$ cat config.mk
export PLATFORM = sky130hd
export DESIGN_NAME = mrs_slave_flat
export DESIGN_NICKNAME = d
export VERILOG_FILES = /design/src/verilog/mrs_pkg.sv /design/src/verilog/mrs_link_if.sv /design/src/verilog/mrs_crc.sv /design/src/verilog/mrs_slave.sv /design/src/flat_wrapper.sv
export SDC_FILE = /design/constraint.sdc
export NUM_CORES = 2
export LEC_CHECK = 0
export BUFFER_PORTS_ARGS = -buffer_cell sky130_fd_sc_hd__buf_4
export CAP_MARGIN = 10
export CORE_AREA = 5 5 279 281
export DETAILED_ROUTE_END_ITERATION = 10
export DIE_AREA = 0 0 284 286
export PLACE_DENSITY = 0.68
export SYNTH_ARGS = -nofsm -noshare
export SYNTH_HDL_FRONTEND = slang
export SYNTH_SLANG_ARGS = --single-unit
$ cat constraint.sdc
create_clock -name clk -period 5.86 [get_ports clk]
set_input_delay 0.586 -clock clk [delete_from_list [all_inputs] [get_ports clk]]
set_output_delay 0.586 -clock clk [all_outputs]
set_load 0.005 [all_outputs]
$ cat src/verilog/mrs_pkg.sv
/*
 * constants, codes and state types shared by both ends of the frame link
 * assumes nothing beyond a SystemVerilog compiler
 */
`default_nettype none

package mrs_pkg;
	typedef logic [15:0] mrs_word_t;
	typedef logic [16:0] mrs_regnum_t;
	// ----------------------------------------
	// function and exception codes
	// ----------------------------------------
	localparam logic [7:0] FC_READ = 8'h03;
	localparam logic [7:0] FC_WR1 = 8'h06;
	localparam logic [7:0] FC_WRN = 8'h10;
	localparam logic [7:0] EXC_NONE = 8'h00;
	localparam logic [7:0] EXC_FUNC = 8'h01;
	localparam logic [7:0] EXC_ADDR = 8'h02;
	localparam logic [7:0] EXC_VAL = 8'h03;
	localparam logic [7:0] EXC_FAIL = 8'h04;
	localparam logic [7:0] EXC_FLAG = 8'h80;
	// ----------------------------------------
	// check sum, frame layout, register numbering and reset value
	// ----------------------------------------
	localparam mrs_word_t CRC_SEED = 16'hFFFF;
	localparam mrs_word_t CRC_POLY = 16'hA001;
	localparam int CRC_STEPS = 8;
	localparam mrs_regnum_t REG_NUM_BASE = 17'h09C41;
	localparam mrs_word_t REG_RST = 16'h0000;
	localparam int HDR_LEN = 6;
	localparam int WRN_HDR = 7;
	localparam int RD_HDR = 3;
	localparam int EXC_LEN = 3;
	localparam int CRC_LEN = 2;
	localparam int REQ_LEN = 8;
	localparam int MIN_LEN = 4;
	localparam int MAX_RD_CNT = 125;
	localparam int MAX_WR_CNT = 123;
	// ----------------------------------------
	// state machines
	// ----------------------------------------
	typedef enum logic [3:0] {
		ST_RX = 4'h1,
		ST_CHK = 4'h2,
		ST_WR = 4'h4,
		ST_TX = 4'h8
	} mrs_dev_st_t;
	typedef enum logic [3:0] {
		HS_IDLE = 4'h1,
		HS_TX = 4'h2,
		HS_RX = 4'h4,
		HS_END = 4'h8
	} mrs_host_st_t;
endpackage

`default_nettype wire

$ cat src/verilog/mrs_link_if.sv
/*
 * byte stream link between the master end and the slave end
 * assumes both ends share one clock; a byte is valid for one cycle and
 * eof marks the last byte of a frame, standing in for line silence
 */
`default_nettype none

interface mrs_link_if;
	logic [7:0] m2s_data;
	logic m2s_valid;
	logic m2s_eof;
	logic [7:0] s2m_data;
	logic s2m_valid;
	logic s2m_eof;
	modport master (
		output m2s_data, m2s_valid, m2s_eof,
		input s2m_data, s2m_valid, s2m_eof
	);
	modport slave (
		input m2s_data, m2s_valid, m2s_eof,
		output s2m_data, s2m_valid, s2m_eof
	);
endinterface

`default_nettype wire

$ cat src/verilog/mrs_crc.sv
/*
 * check sum accumulator, one whole byte per clock
 * assumes the caller raises init with the first byte of each frame
 */
`default_nettype none

module mrs_crc (
	// clock and reset
	input wire logic clk,
	input wire logic rst_n,
	// byte feed
	input wire logic init,
	input wire logic valid,
	input wire logic [7:0] data,
	// running value
	output mrs_pkg::mrs_word_t crc
);
	import mrs_pkg::*;

	mrs_word_t next_crc;

	// only the data byte enters; framing bits never reach this port
	always_comb begin
		next_crc = init ? CRC_SEED : crc;
		if (valid) begin
			next_crc = next_crc ^ {8'h00, data};
			for (int i = 0; i < CRC_STEPS; i++) begin
				next_crc = next_crc[0] ? ((next_crc >> 1) ^ CRC_POLY) : (next_crc >> 1);
			end
		end
	end

	always_ff @(posedge clk or negedge rst_n) begin
		if (!rst_n) begin
			crc <= CRC_SEED;
		end else begin
			crc <= next_crc;
		end
	end
endmodule

`default_nettype wire

$ cat src/verilog/mrs_slave.sv
/*
 * slave end: parses requests, keeps the holding registers, answers
 * assumes the master waits for the answer before the next request;
 * bytes arriving while a request is handled are ignored
 */
`default_nettype none

module mrs_slave #(
	parameter int NREG = 16
) (
	// clock and reset
	input wire logic clk,
	input wire logic rst_n,
	// link to the master
	mrs_link_if.slave lnk,
	// station settings
	input wire logic [7:0] own_addr,
	input wire logic dev_fail,
	// register write notice and frame drop pulse
	output logic wr_valid,
	output mrs_pkg::mrs_regnum_t wr_num,
	output mrs_pkg::mrs_word_t wr_data,
	output logic drop
);
	import mrs_pkg::*;

	localparam int MAXB = WRN_HDR + 2 * NREG + CRC_LEN;
	localparam int BW = $clog2(MAXB);
	localparam int RW = $clog2(NREG);

	if (NREG < 2 || NREG > MAX_WR_CNT) begin : g_bad_nreg
		$error("NREG must lie between 2 and 123");
	end

	// ----------------------------------------
	// state
	// ----------------------------------------
	mrs_dev_st_t state, next_state;
	logic [7:0] rxb [MAXB];
	logic [7:0] next_rxb [MAXB];
	mrs_word_t regs [NREG];
	mrs_word_t next_regs [NREG];
	logic [8:0] cnt, next_cnt;
	logic [7:0] ptr, next_ptr;
	logic [7:0] exc, next_exc;
	logic [7:0] tx_d, next_tx_d;
	logic tx_v, next_tx_v;
	logic tx_e, next_tx_e;
	logic next_wr_valid;
	mrs_regnum_t next_wr_num;
	mrs_word_t next_wr_data;
	logic next_drop;

	// ----------------------------------------
	// working values
	// ----------------------------------------
	logic crc_init, crc_v;
	logic [7:0] crc_d;
	mrs_word_t crc;
	logic [7:0] fc, body, tx_len, j;
	mrs_word_t fa, fn, wdat;
	logic [16:0] fend;
	logic [8:0] wrn_len;
	logic [RW-1:0] ridx, widx;
	logic [BW-1:0] di;
	logic chk_bad;
	logic [7:0] chk_exc;

	assign fc = rxb[1];
	assign fa = {rxb[2], rxb[3]};
	assign fn = {rxb[4], rxb[5]};
	assign fend = {1'b0, fa} + {1'b0, fn};
	assign wrn_len = 9'(WRN_HDR + CRC_LEN) + {1'b0, rxb[6]};
	assign lnk.s2m_data = tx_d;
	assign lnk.s2m_valid = tx_v;
	assign lnk.s2m_eof = tx_e;

	// one engine serves receive and send: the link is half duplex
	mrs_crc u_crc (
		.clk(clk),
		.rst_n(rst_n),
		.init(crc_init),
		.valid(crc_v),
		.data(crc_d),
		.crc(crc)
	);

	// ----------------------------------------
	// next state
	// ----------------------------------------
	always_comb begin
		next_state = state;
		next_rxb = rxb;
		next_regs = regs;
		next_cnt = cnt;
		next_ptr = ptr;
		next_exc = exc;
		next_tx_d = tx_d;
		next_tx_v = 1'b0;
		next_tx_e = 1'b0;
		next_wr_valid = 1'b0;
		next_wr_num = wr_num;
		next_wr_data = wr_data;
		next_drop = 1'b0;
		crc_init = 1'b0;
		crc_v = 1'b0;
		crc_d = lnk.m2s_data;
		j = ptr - 8'(RD_HDR);
		ridx = RW'(fa) + RW'(j[7:1]);
		widx = RW'(fa) + RW'(ptr);
		di = BW'(WRN_HDR) + BW'({ptr, 1'b0});
		wdat = (fc == FC_WR1) ? fn : {rxb[di], rxb[di + BW'(1)]};
		// request checks, in the order a master expects them
		chk_bad = cnt < 9'(MIN_LEN) || crc != 16'h0000 || rxb[0] != own_addr;
		chk_exc = EXC_NONE;
		if (fc != FC_READ && fc != FC_WR1 && fc != FC_WRN) begin
			chk_exc = EXC_FUNC;
		end else if (fc == FC_WR1) begin
			if (cnt != 9'(REQ_LEN)) begin
				chk_exc = EXC_VAL;
			end else if (fa >= 16'(NREG)) begin
				chk_exc = EXC_ADDR;
			end
		end else if (fc == FC_READ) begin
			if (cnt != 9'(REQ_LEN) || fn == 16'h0000 || fn > 16'(MAX_RD_CNT)) begin
				chk_exc = EXC_VAL;
			end else if (fend > 17'(NREG)) begin
				chk_exc = EXC_ADDR;
			end
		end else if (cnt != wrn_len || fn == 16'h0000 || fn > 16'(MAX_WR_CNT)
			|| {fn[14:0], 1'b0} != {8'h00, rxb[6]}) begin
			chk_exc = EXC_VAL;
		end else if (fend > 17'(NREG)) begin
			chk_exc = EXC_ADDR;
		end
		if (chk_exc == EXC_NONE && dev_fail) begin
			chk_exc = EXC_FAIL;
		end
		// answer length without check sum
		if (exc != EXC_NONE) begin
			tx_len = 8'(EXC_LEN);
		end else if (fc == FC_READ) begin
			tx_len = 8'(RD_HDR) + {fn[6:0], 1'b0};
		end else begin
			tx_len = 8'(HDR_LEN);
		end
		// answer bytes; write answers copy the request head
		body = rxb[BW'(ptr)];
		case (ptr)
			8'h00: body = own_addr;
			8'h01: body = (exc != EXC_NONE) ? (fc | EXC_FLAG) : fc;
			8'h02: begin
				if (exc != EXC_NONE) begin
					body = exc;
				end else if (fc == FC_READ) begin
					body = {fn[6:0], 1'b0};
				end
			end
			default: ;
		endcase
		if (exc == EXC_NONE && fc == FC_READ && ptr >= 8'(RD_HDR)) begin
			body = j[0] ? regs[ridx][7:0] : regs[ridx][15:8];
		end
		case (state)
			ST_RX: begin
				if (lnk.m2s_valid) begin
					crc_v = 1'b1;
					crc_init = (cnt == 9'h000);
					if (cnt < 9'(MAXB)) begin
						next_rxb[BW'(cnt)] = lnk.m2s_data;
					end
					if (cnt != 9'h1FF) begin
						next_cnt = cnt + 9'h001;
					end
					if (lnk.m2s_eof) begin
						next_state = ST_CHK;
					end
				end
			end
			ST_CHK: begin
				next_cnt = 9'h000;
				next_ptr = 8'h00;
				next_exc = chk_exc;
				if (chk_bad) begin
					next_drop = 1'b1;
					next_state = ST_RX;
				end else if (chk_exc == EXC_NONE && fc != FC_READ) begin
					next_state = ST_WR;
				end else begin
					next_state = ST_TX;
				end
			end
			ST_WR: begin
				next_regs[widx] = wdat;
				next_wr_valid = 1'b1;
				next_wr_num = REG_NUM_BASE + 17'(fa) + 17'(ptr);
				next_wr_data = wdat;
				next_ptr = ptr + 8'h01;
				if (fc == FC_WR1 || {8'h00, ptr} == fn - 16'h0001) begin
					next_ptr = 8'h00;
					next_state = ST_TX;
				end
			end
			ST_TX: begin
				next_tx_v = 1'b1;
				next_ptr = ptr + 8'h01;
				if (ptr < tx_len) begin
					next_tx_d = body;
					crc_v = 1'b1;
					crc_d = body;
					crc_init = (ptr == 8'h00);
				end else if (ptr == tx_len) begin
					next_tx_d = crc[7:0];
				end else begin
					next_tx_d = crc[15:8];
					next_tx_e = 1'b1;
					next_ptr = 8'h00;
					next_state = ST_RX;
				end
			end
			default: next_state = ST_RX;
		endcase
	end

	// ----------------------------------------
	// registers
	// ----------------------------------------
	always_ff @(posedge clk or negedge rst_n) begin
		if (!rst_n) begin
			state <= ST_RX;
			for (int i = 0; i < MAXB; i++) begin
				rxb[i] <= 8'h00;
			end
			for (int i = 0; i < NREG; i++) begin
				regs[i] <= REG_RST;
			end
			cnt <= 9'h000;
			ptr <= 8'h00;
			exc <= EXC_NONE;
			tx_d <= 8'h00;
			tx_v <= 1'b0;
			tx_e <= 1'b0;
			wr_valid <= 1'b0;
			wr_num <= 17'h00000;
			wr_data <= 16'h0000;
			drop <= 1'b0;
		end else begin
			state <= next_state;
			rxb <= next_rxb;
			regs <= next_regs;
			cnt <= next_cnt;
			ptr <= next_ptr;
			exc <= next_exc;
			tx_d <= next_tx_d;
			tx_v <= next_tx_v;
			tx_e <= next_tx_e;
			wr_valid <= next_wr_valid;
			wr_num <= next_wr_num;
			wr_data <= next_wr_data;
			drop <= next_drop;
		end
	end
endmodule

`default_nettype wire

$ cat src/flat_wrapper.sv
// flat-port wrapper written by rule: the top's interface ports become plain ports
module mrs_slave_flat import mrs_pkg::*;
#(
	parameter int NREG = 16
)
  (clk, rst_n, own_addr, dev_fail, wr_valid, wr_num, wr_data, drop, lnk_m2s_data, lnk_m2s_valid, lnk_m2s_eof, lnk_s2m_data, lnk_s2m_valid, lnk_s2m_eof);
  mrs_link_if lnk_i ();
  input wire logic clk;
  input wire logic rst_n;
  input wire logic [7:0] own_addr;
  input wire logic dev_fail;
  output logic wr_valid;
  output mrs_pkg::mrs_regnum_t wr_num;
  output mrs_pkg::mrs_word_t wr_data;
  output logic drop;
  input wire logic [$bits(lnk_i.m2s_data)-1:0] lnk_m2s_data;
  input wire logic [$bits(lnk_i.m2s_valid)-1:0] lnk_m2s_valid;
  input wire logic [$bits(lnk_i.m2s_eof)-1:0] lnk_m2s_eof;
  output wire logic [$bits(lnk_i.s2m_data)-1:0] lnk_s2m_data;
  output wire logic [$bits(lnk_i.s2m_valid)-1:0] lnk_s2m_valid;
  output wire logic [$bits(lnk_i.s2m_eof)-1:0] lnk_s2m_eof;
  assign lnk_i.m2s_data = lnk_m2s_data;
  assign lnk_i.m2s_valid = lnk_m2s_valid;
  assign lnk_i.m2s_eof = lnk_m2s_eof;
  assign lnk_s2m_data = lnk_i.s2m_data;
  assign lnk_s2m_valid = lnk_i.s2m_valid;
  assign lnk_s2m_eof = lnk_i.s2m_eof;
  mrs_slave #(.NREG(NREG)) u_core (.clk(clk), .rst_n(rst_n), .lnk(lnk_i), .own_addr(own_addr), .dev_fail(dev_fail), .wr_valid(wr_valid), .wr_num(wr_num), .wr_data(wr_data), .drop(drop));
endmodule
* After elaboration in Yosys (flattened, before gate mapping)
Cells that the tools add are included.
** Word-level totals
- Input port bits :: 21
- Output and inout port bits :: 45
- Logic and storage cells :: 244
- Bits in registers :: 674
** Cells by class
- Muxes and demuxes :: 78
- Bitwise operators :: 15
- Equal/unequal tests :: 24
- Reduce and logical (&&, ||, !) cells :: 29
- Add/sub/neg operators :: 13
- $lt $le $gt $ge :: 16
** Operators by type and width (count)
- 328-bit bitwise mux :: 1
- 256-bit bitwise mux :: 1
- 16-bit 2-to-1 mux :: 14
- 8-bit 2-to-1 mux :: 28
- 8-bit binary-select mux with 6-bit select :: 3
- 16-bit binary-select mux with 4-bit select :: 1
- 16-bit demux with 4-bit select :: 1
- 8-bit demux with 6-bit select :: 1
- 8-bit case mux with 3 select lines :: 2
- 16-bit by 7-bit > comparator with 1-bit output (second input constant) :: 2
- 8-bit zero test :: 4
- 7-bit >= comparator (second input constant) :: 4
- 4-bit 2-to-1 mux :: 7
- 6-bit NOT with 7-bit output :: 4
- 2-bit NOT with 3-bit output :: 8
- 9-bit 2-to-1 mux :: 2
- 9-bit case mux with 2 select lines :: 1
- 16-bit by 16-bit adder with 17-bit output :: 1
- 16-bit by 16-bit adder with 17-bit output (first input constant) :: 1
- 17-bit by 8-bit adder with 17-bit output :: 1
- 17-bit by 5-bit > comparator with 1-bit output (second input constant) :: 1
- 8-bit by 16-bit equality test with 1-bit output :: 1
- 8-bit by 2-bit equality test with 1-bit output (second input constant) :: 2
- 16-bit by 5-bit >= comparator with 1-bit output (second input constant) :: 1
- 49 further kinds :: 83

* Logic depth before layout (Yosys ltp)
- Word-level depth :: 28
- Gate-level depth with buffers :: 24
- Mapped depth without buffers :: 17

* Hierarchy
A second synthesis with hierarchy kept.
** Unflattened totals
- Cells, all modules :: 2897
- Area total of the unflattened synthesis :: 37108.1 µm²
** By module, submodules not included
- mrs_slave :: cells each 2783, area an instance 36047.1 µm², sequential area each 16341.9 µm², times used 1
- mrs_crc :: cells each 114, area an instance 1061.0 µm², sequential area each 420.4 µm², times used 1

* Worst setup path after synthesis
OpenSTA, ideal clock, no wires.
- Path kind :: register to register
- Start point :: register u_core.ptr[2]
- End point :: register u_core.u_crc.crc[14]
- Library setup time :: 73 ps
- Arrival :: 5517 ps
- Stages on the path, launching flop included :: 23
- Data required time :: 5787 ps
- Path buffers :: 10
- Clock period less this slack :: 5590 ps
- Setup slack :: 270 ps
- Cell sequence :: dfrtp_1 > buf_4 > buf_4 > buf_4 > buf_2 > buf_2 > clkbuf_1 > buf_1 > xnor2_1 > fa_1 > buf_2 > buf_2 > buf_1 > mux4_2 > mux4_2 > mux2i_1 > mux2i_1 > mux2i_1 > xnor2_1 > xor2_1 > xnor3_2 > xor2_1 > a21oi_1
** On the way
- Cells in the longest elaborated chain, start to end :: 21
- Elaborated cells between the ends (all ways) :: 44
- Those cells by class :: add/sub (2); order compare (2); eq/ne (2); mux (27); bitwise (9); reduce/logical (2)
** Ends and longest elaborated chain
- from (decl) :: line mrs_slave.sv:44 : logic [7:0] ptr, next_ptr;
- from (signal assigned) :: line mrs_slave.sv:252 : ptr <= next_ptr;
- 5-bit by 2-bit subtractor with 5-bit output or 6-bit NOT with 7-bit output (tied branches) :: line mrs_slave.sv:108, mrs_slave.sv:148
- 4-bit adder or 8-bit binary-select mux with 6-bit select (tied branches) :: line mrs_slave.sv:109, mrs_slave.sv:148
- 4-bit NOT with 5-bit output (implied by the code) or 8-bit 2-to-1 mux (tied branches) :: line mrs_slave.sv:162, mrs_slave.sv:148
- 16-bit binary-select mux with 4-bit select or 8-bit 2-to-1 mux (tied branches) :: line mrs_slave.sv:162, mrs_slave.sv:148
- 16-bit 2-to-1 mux (implied by the code) or 8-bit 2-to-1 mux (tied branches) :: line mrs_slave.sv:162, mrs_slave.sv:155
- 16-bit 2-to-1 mux (implied by the code) or 8-bit 2-to-1 mux (tied branches) :: line mrs_slave.sv:162, mrs_slave.sv:153
- 8-bit 2-to-1 mux or 8-bit case mux with 3 select lines (tied branches) :: line mrs_slave.sv:162, mrs_slave.sv:149
- 8-bit 2-to-1 mux :: line mrs_slave.sv:161 : if (exc == EXC_NONE && fc == FC_READ && ptr >= 8'(RD_HDR)) begin
- 8-bit 2-to-1 mux :: line mrs_slave.sv:207 : if (ptr < tx_len) begin
- 8-bit 2-to-1 mux :: line mrs_slave.sv:164 : case (state)
- 16-bit by 8-bit bitwise XOR with 16-bit output :: line mrs_crc.sv:26 : next_crc = next_crc ^ {8'h00, data};
- 16-bit 2-to-1 mux or 2-bit NOT with 3-bit output (tied branches) (5 in series)
- 2-bit NOT with 3-bit output (no line) or 16-bit 2-to-1 mux (tied branches)
- 16-bit 2-to-1 mux (3 in series) :: line mrs_crc.sv:28 : next_crc = next_crc[0] ? ((next_crc >> 1) ^ CRC_POLY) : (next_crc >> 1);
- 16-bit 2-to-1 mux * :: line mrs_crc.sv:25 : if (valid) begin
- via u_core.u_crc.next_crc[14] :: line mrs_crc.sv:20 : mrs_word_t next_crc;
- to (signal assigned) :: line mrs_crc.sv:37 : crc <= next_crc;
- to (decl) :: line mrs_crc.sv:16 : output mrs_pkg::mrs_word_t crc
The timed path passes the listed nets; every way through them passes the cells marked *. The select of a mux whose other input is x is not followed.
A chain may end at the register's enable or synchronous reset.

* Final worst setup path
- Start point :: register u_core.ptr[0]
- End point :: register u_core.u_crc.crc[14]
Same word-level chain as after synthesis.

==> summary.md <==
| Metric | Value |
|---|---|
| Run status | finished, final reports clean |
| R2R Setup Slk | 620 ps |
| Max-Cap Viols | 0 |
| Tot GR Track Use | 0.282 |
| Final period utilization | 0.895 |
| First-pass GRT wire length | 175 mm |
| Worst R2R Start | u_core.ptr[0] |
| Synth Net Count | 3001 |
| Max Slew Vio Count | 0 |
| Drt first pass iters | 5 |
| Fin crit period | 5240 ps |
| Core area | 75200 µm² |
| Synth warn | 0 |
| H-tree depth | 3 |
| Post-DRT Antenna Nets | 0 |
| Share of flip-flops with an asynchronous set or reset | 1.00 |
| CP Launch Type | flip-flop |
| Arrival time worst endpoint | 5820 ps |
| CTS tree | done |
| Setup CP Type | reg -> reg |
| Worst EP required | 6440 ps |
| Post-Syn Instances | 2912 |
| Worst setup EP type | flip-flop |
| Hold/Removal Path Class | in -> async |
| Layout net count | 3013 |
| Reg clk slew, reported paths | 60 ps |
| Vias in the first global route | 26.4k |
| Dpl hpwl | 78.1 mm |
| Max Fanout on Critical Path | 64 |
| Initial DRC Count | 3334 |
| Setup_tns | 0 ps |
| Hold_buf cts | 0 |
| Io pins | 66 |
| Post-route DRC violation count | 0 |
| Vias per cell | 6.61 |
| Synth top area cells | dfrtp_1, mux2_2, mux4_2, mux2i_1, ha_1 |
| Clk Latency, worst-skew pair | 660 ps |
| Hold Violations, Final | 0 |
| Pin count of the biggest net entering global routing | 150 |
| Cell Pwr Density | 385 nW/µm² |
| Flops & latches, synth | 669 |
| Pleak | 18.7 nW |
| Post-DR wirelength/cell | 29.2 µm |
| Worst vdd ir | 0.237 mV |
| Die area | 81200 µm² |
| Final Core Density | 0.545 |
| Max Root-Sink Buffers | 3 |
| RSZ-0062 raised after global routing | no |
| Slew headroom | 0.0938 |
| Netlist Area Pre-Place | 37000 µm² |
| Area delta synth->final | 10.8% |
| Share of cells above drive strength 1 | 0.370 |
| Synth top area share | 0.441 |
| Total clock sinks | 669 |
| Achievable Freq | 191 MHz |
| Chip width | 284 µm |
| Most frequent cells after synthesis | dfrtp_1, mux2_2, nand2_1 |
| Number of flops mapped to enable cells by yosys | 0 |
| Setup Skew | 32.8 ps |
| Initial antenna violation count | 7 |
| Vias | 26.2k |
| Worst-Margin Slew | 1350 ps |
| Yosys cell types | 91 |
| Initial core utilization | 0.492 |
| Most common cell in the synthesized netlist | dfrtp_1 |
| Post-CTS Resized | 0 |
| Die Ht | 286 µm |
| Port buffer count | 65 |
| Total CTS buffers | 76 |
| Final instance area | 41000 µm² |
| Placed cell area | 38500 µm² |
| Worst R2R End | u_core.u_crc.crc[14] |
| Syn Area/Cell | 12.7 µm² |
| Buffers inserted by post-CTS timing repair | 0 |
| Register area share after synthesis | 0.453 |
| Clock Root Buffer | clkbuf_16 |
| Post-Route WL | 116 mm |
| Hold Slack | 3.73 ps |
| Worst R2R Path Depth | 14 |
| Final Wtd Congestion | 0.963 |
| Post-synth top flop | dfrtp_1 |
| Largest area contributor in the netlist | dfrtp_1 |
| Final setup fails | 0 |
| # rows | 101 |
| Fillers | 6084 |
| GRT Residual Overflow | 0 |
==> cell usage in the layout, fill, tap and decap left out, types with 32 or more instances in the layout <==
cell type | netlist | final
dfrtp_1 | 652 | 649
inv_1 | 33 | 33
a21oi_1 | 99 | 98
mux4_2 | 200 | 200
o21ai_0 | 82 | 82
xor2_1 | 35 | 34
nand3_1 | 34 | 34
mux2i_1 | 98 | 98
mux2_2 | 586 | 586
buf_4 | 17 | 131
xnor2_1 | 61 | 61
nand2_1 | 210 | 210
clkbuf_16 | 0 | 76
a22oi_1 | 32 | 32
ha_1 | 63 | 61
nor2_1 | 130 | 124
nor3_1 | 34 | 32
==> cell type report <==
| type | instances | area, µm² | share of cell area |
|---|---|---|---|
| antenna | 2 | 5.00 | 0.000122 |
| clock buffer | 118 | 2260 | 0.0551 |
| clock inverter | 16 | 213 | 0.00519 |
| inverter | 38 | 143 | 0.00348 |
| multi-input combinational | 1998 | 19200 | 0.469 |
| sequential | 669 | 16800 | 0.409 |
| tap | 978 | 1220 | 0.0298 |
| timing repair buffer | 141 | 1180 | 0.0287 |
==> how the worst max path moves through the flow <==
| stage | from | to | slack (ps) |
|---|---|---|---|
| 2_1_floorplan | u_core.ptr[2] | u_core.u_crc.crc[14] | 270 |
| 3_3_place_gp | u_core.ptr[0] | u_core.u_crc.crc[14] | 800 |
| 3_5_place_dp | u_core.ptr[0] | u_core.u_crc.crc[14] | 750 |
| 4_1_cts | u_core.ptr[0] | u_core.u_crc.crc[14] | 760 |
| 5_1_grt | u_core.ptr[0] | u_core.u_crc.crc[15] | 500 |
| 6_report | u_core.ptr[0] | u_core.u_crc.crc[14] | 620 |
==> power by group <==
part / switching (mW) / internal (mW)
registers: 0.990 / 5.27
clock network: 2.01 / 2.68
logic: 2.64 / 2.19
total: 5.64 / 10.1
==> metrics by stage <==
stage / worst slack (ps) / cells / total power [mW]
6_report: 618 / 3960 / 15.8
5_1_grt: 498 / 3958 / 16.5
4_1_cts: 758 / 3957 / 15.7
3_5_place_dp: 749 / 3823 / 11.0
3_3_place_gp: 797 / 3823 / 10.9
2_1_floorplan: 270 / 2912 / 9.34
==> flip-flops by register name (all words and copies together), names as in the netlist, 9 cells and up <==
name / flops
u_core.cnt: 9
u_core.u_crc.crc: 16
u_core.rxb: 288
u_core.fn: 16
u_core.regs: 256
u_core.fa: 16
u_core.wr_num: 17
u_core.wr_data: 16
==> metal layers <==
layer  track usage  vias up  routed length [µm]
met4         0.119        4                5820
met2         0.430     1358               52000
li1              -    10900                   -
met1         0.398    13600               47200
met5             0        -                  17
met3        0.0585      305               10800
==> logic make-up (layout without fill, tap and decap cells) <==
| family | after synthesis | in the layout | share of synthesized area |
|---|---|---|---|
| buffers and inverters | 245 | 313 | 0.0299 |
| and+or+nand+nor | 556 | 556 | 0.0716 |
| muxes | 892 | 892 | 0.330 |
| adders and majority gates | 68 | 68 | 0.0240 |
| DFF | 669 | 669 | 0.453 |
| AOI/OAI and AO/OA | 380 | 380 | 0.0661 |
| other | 0 | 2 | 0 |
| xor gates and xnor gates | 102 | 102 | 0.0256 |
==> critical path, cell delays in order, from the launching register on <==
cell and delay (ps):
dfrtp_4 560, ha_1 370, xnor2_1 230, fa_2 590
buf_12 320, mux4_2 380, mux4_2 470, mux2i_1 570
mux2i_1 220, mux2i_1 270, xnor2_1 250, xor2_1 190
xnor3_2 320, xor2_1 180, a21oi_1 160
Power figures use the tool's default switching activity.
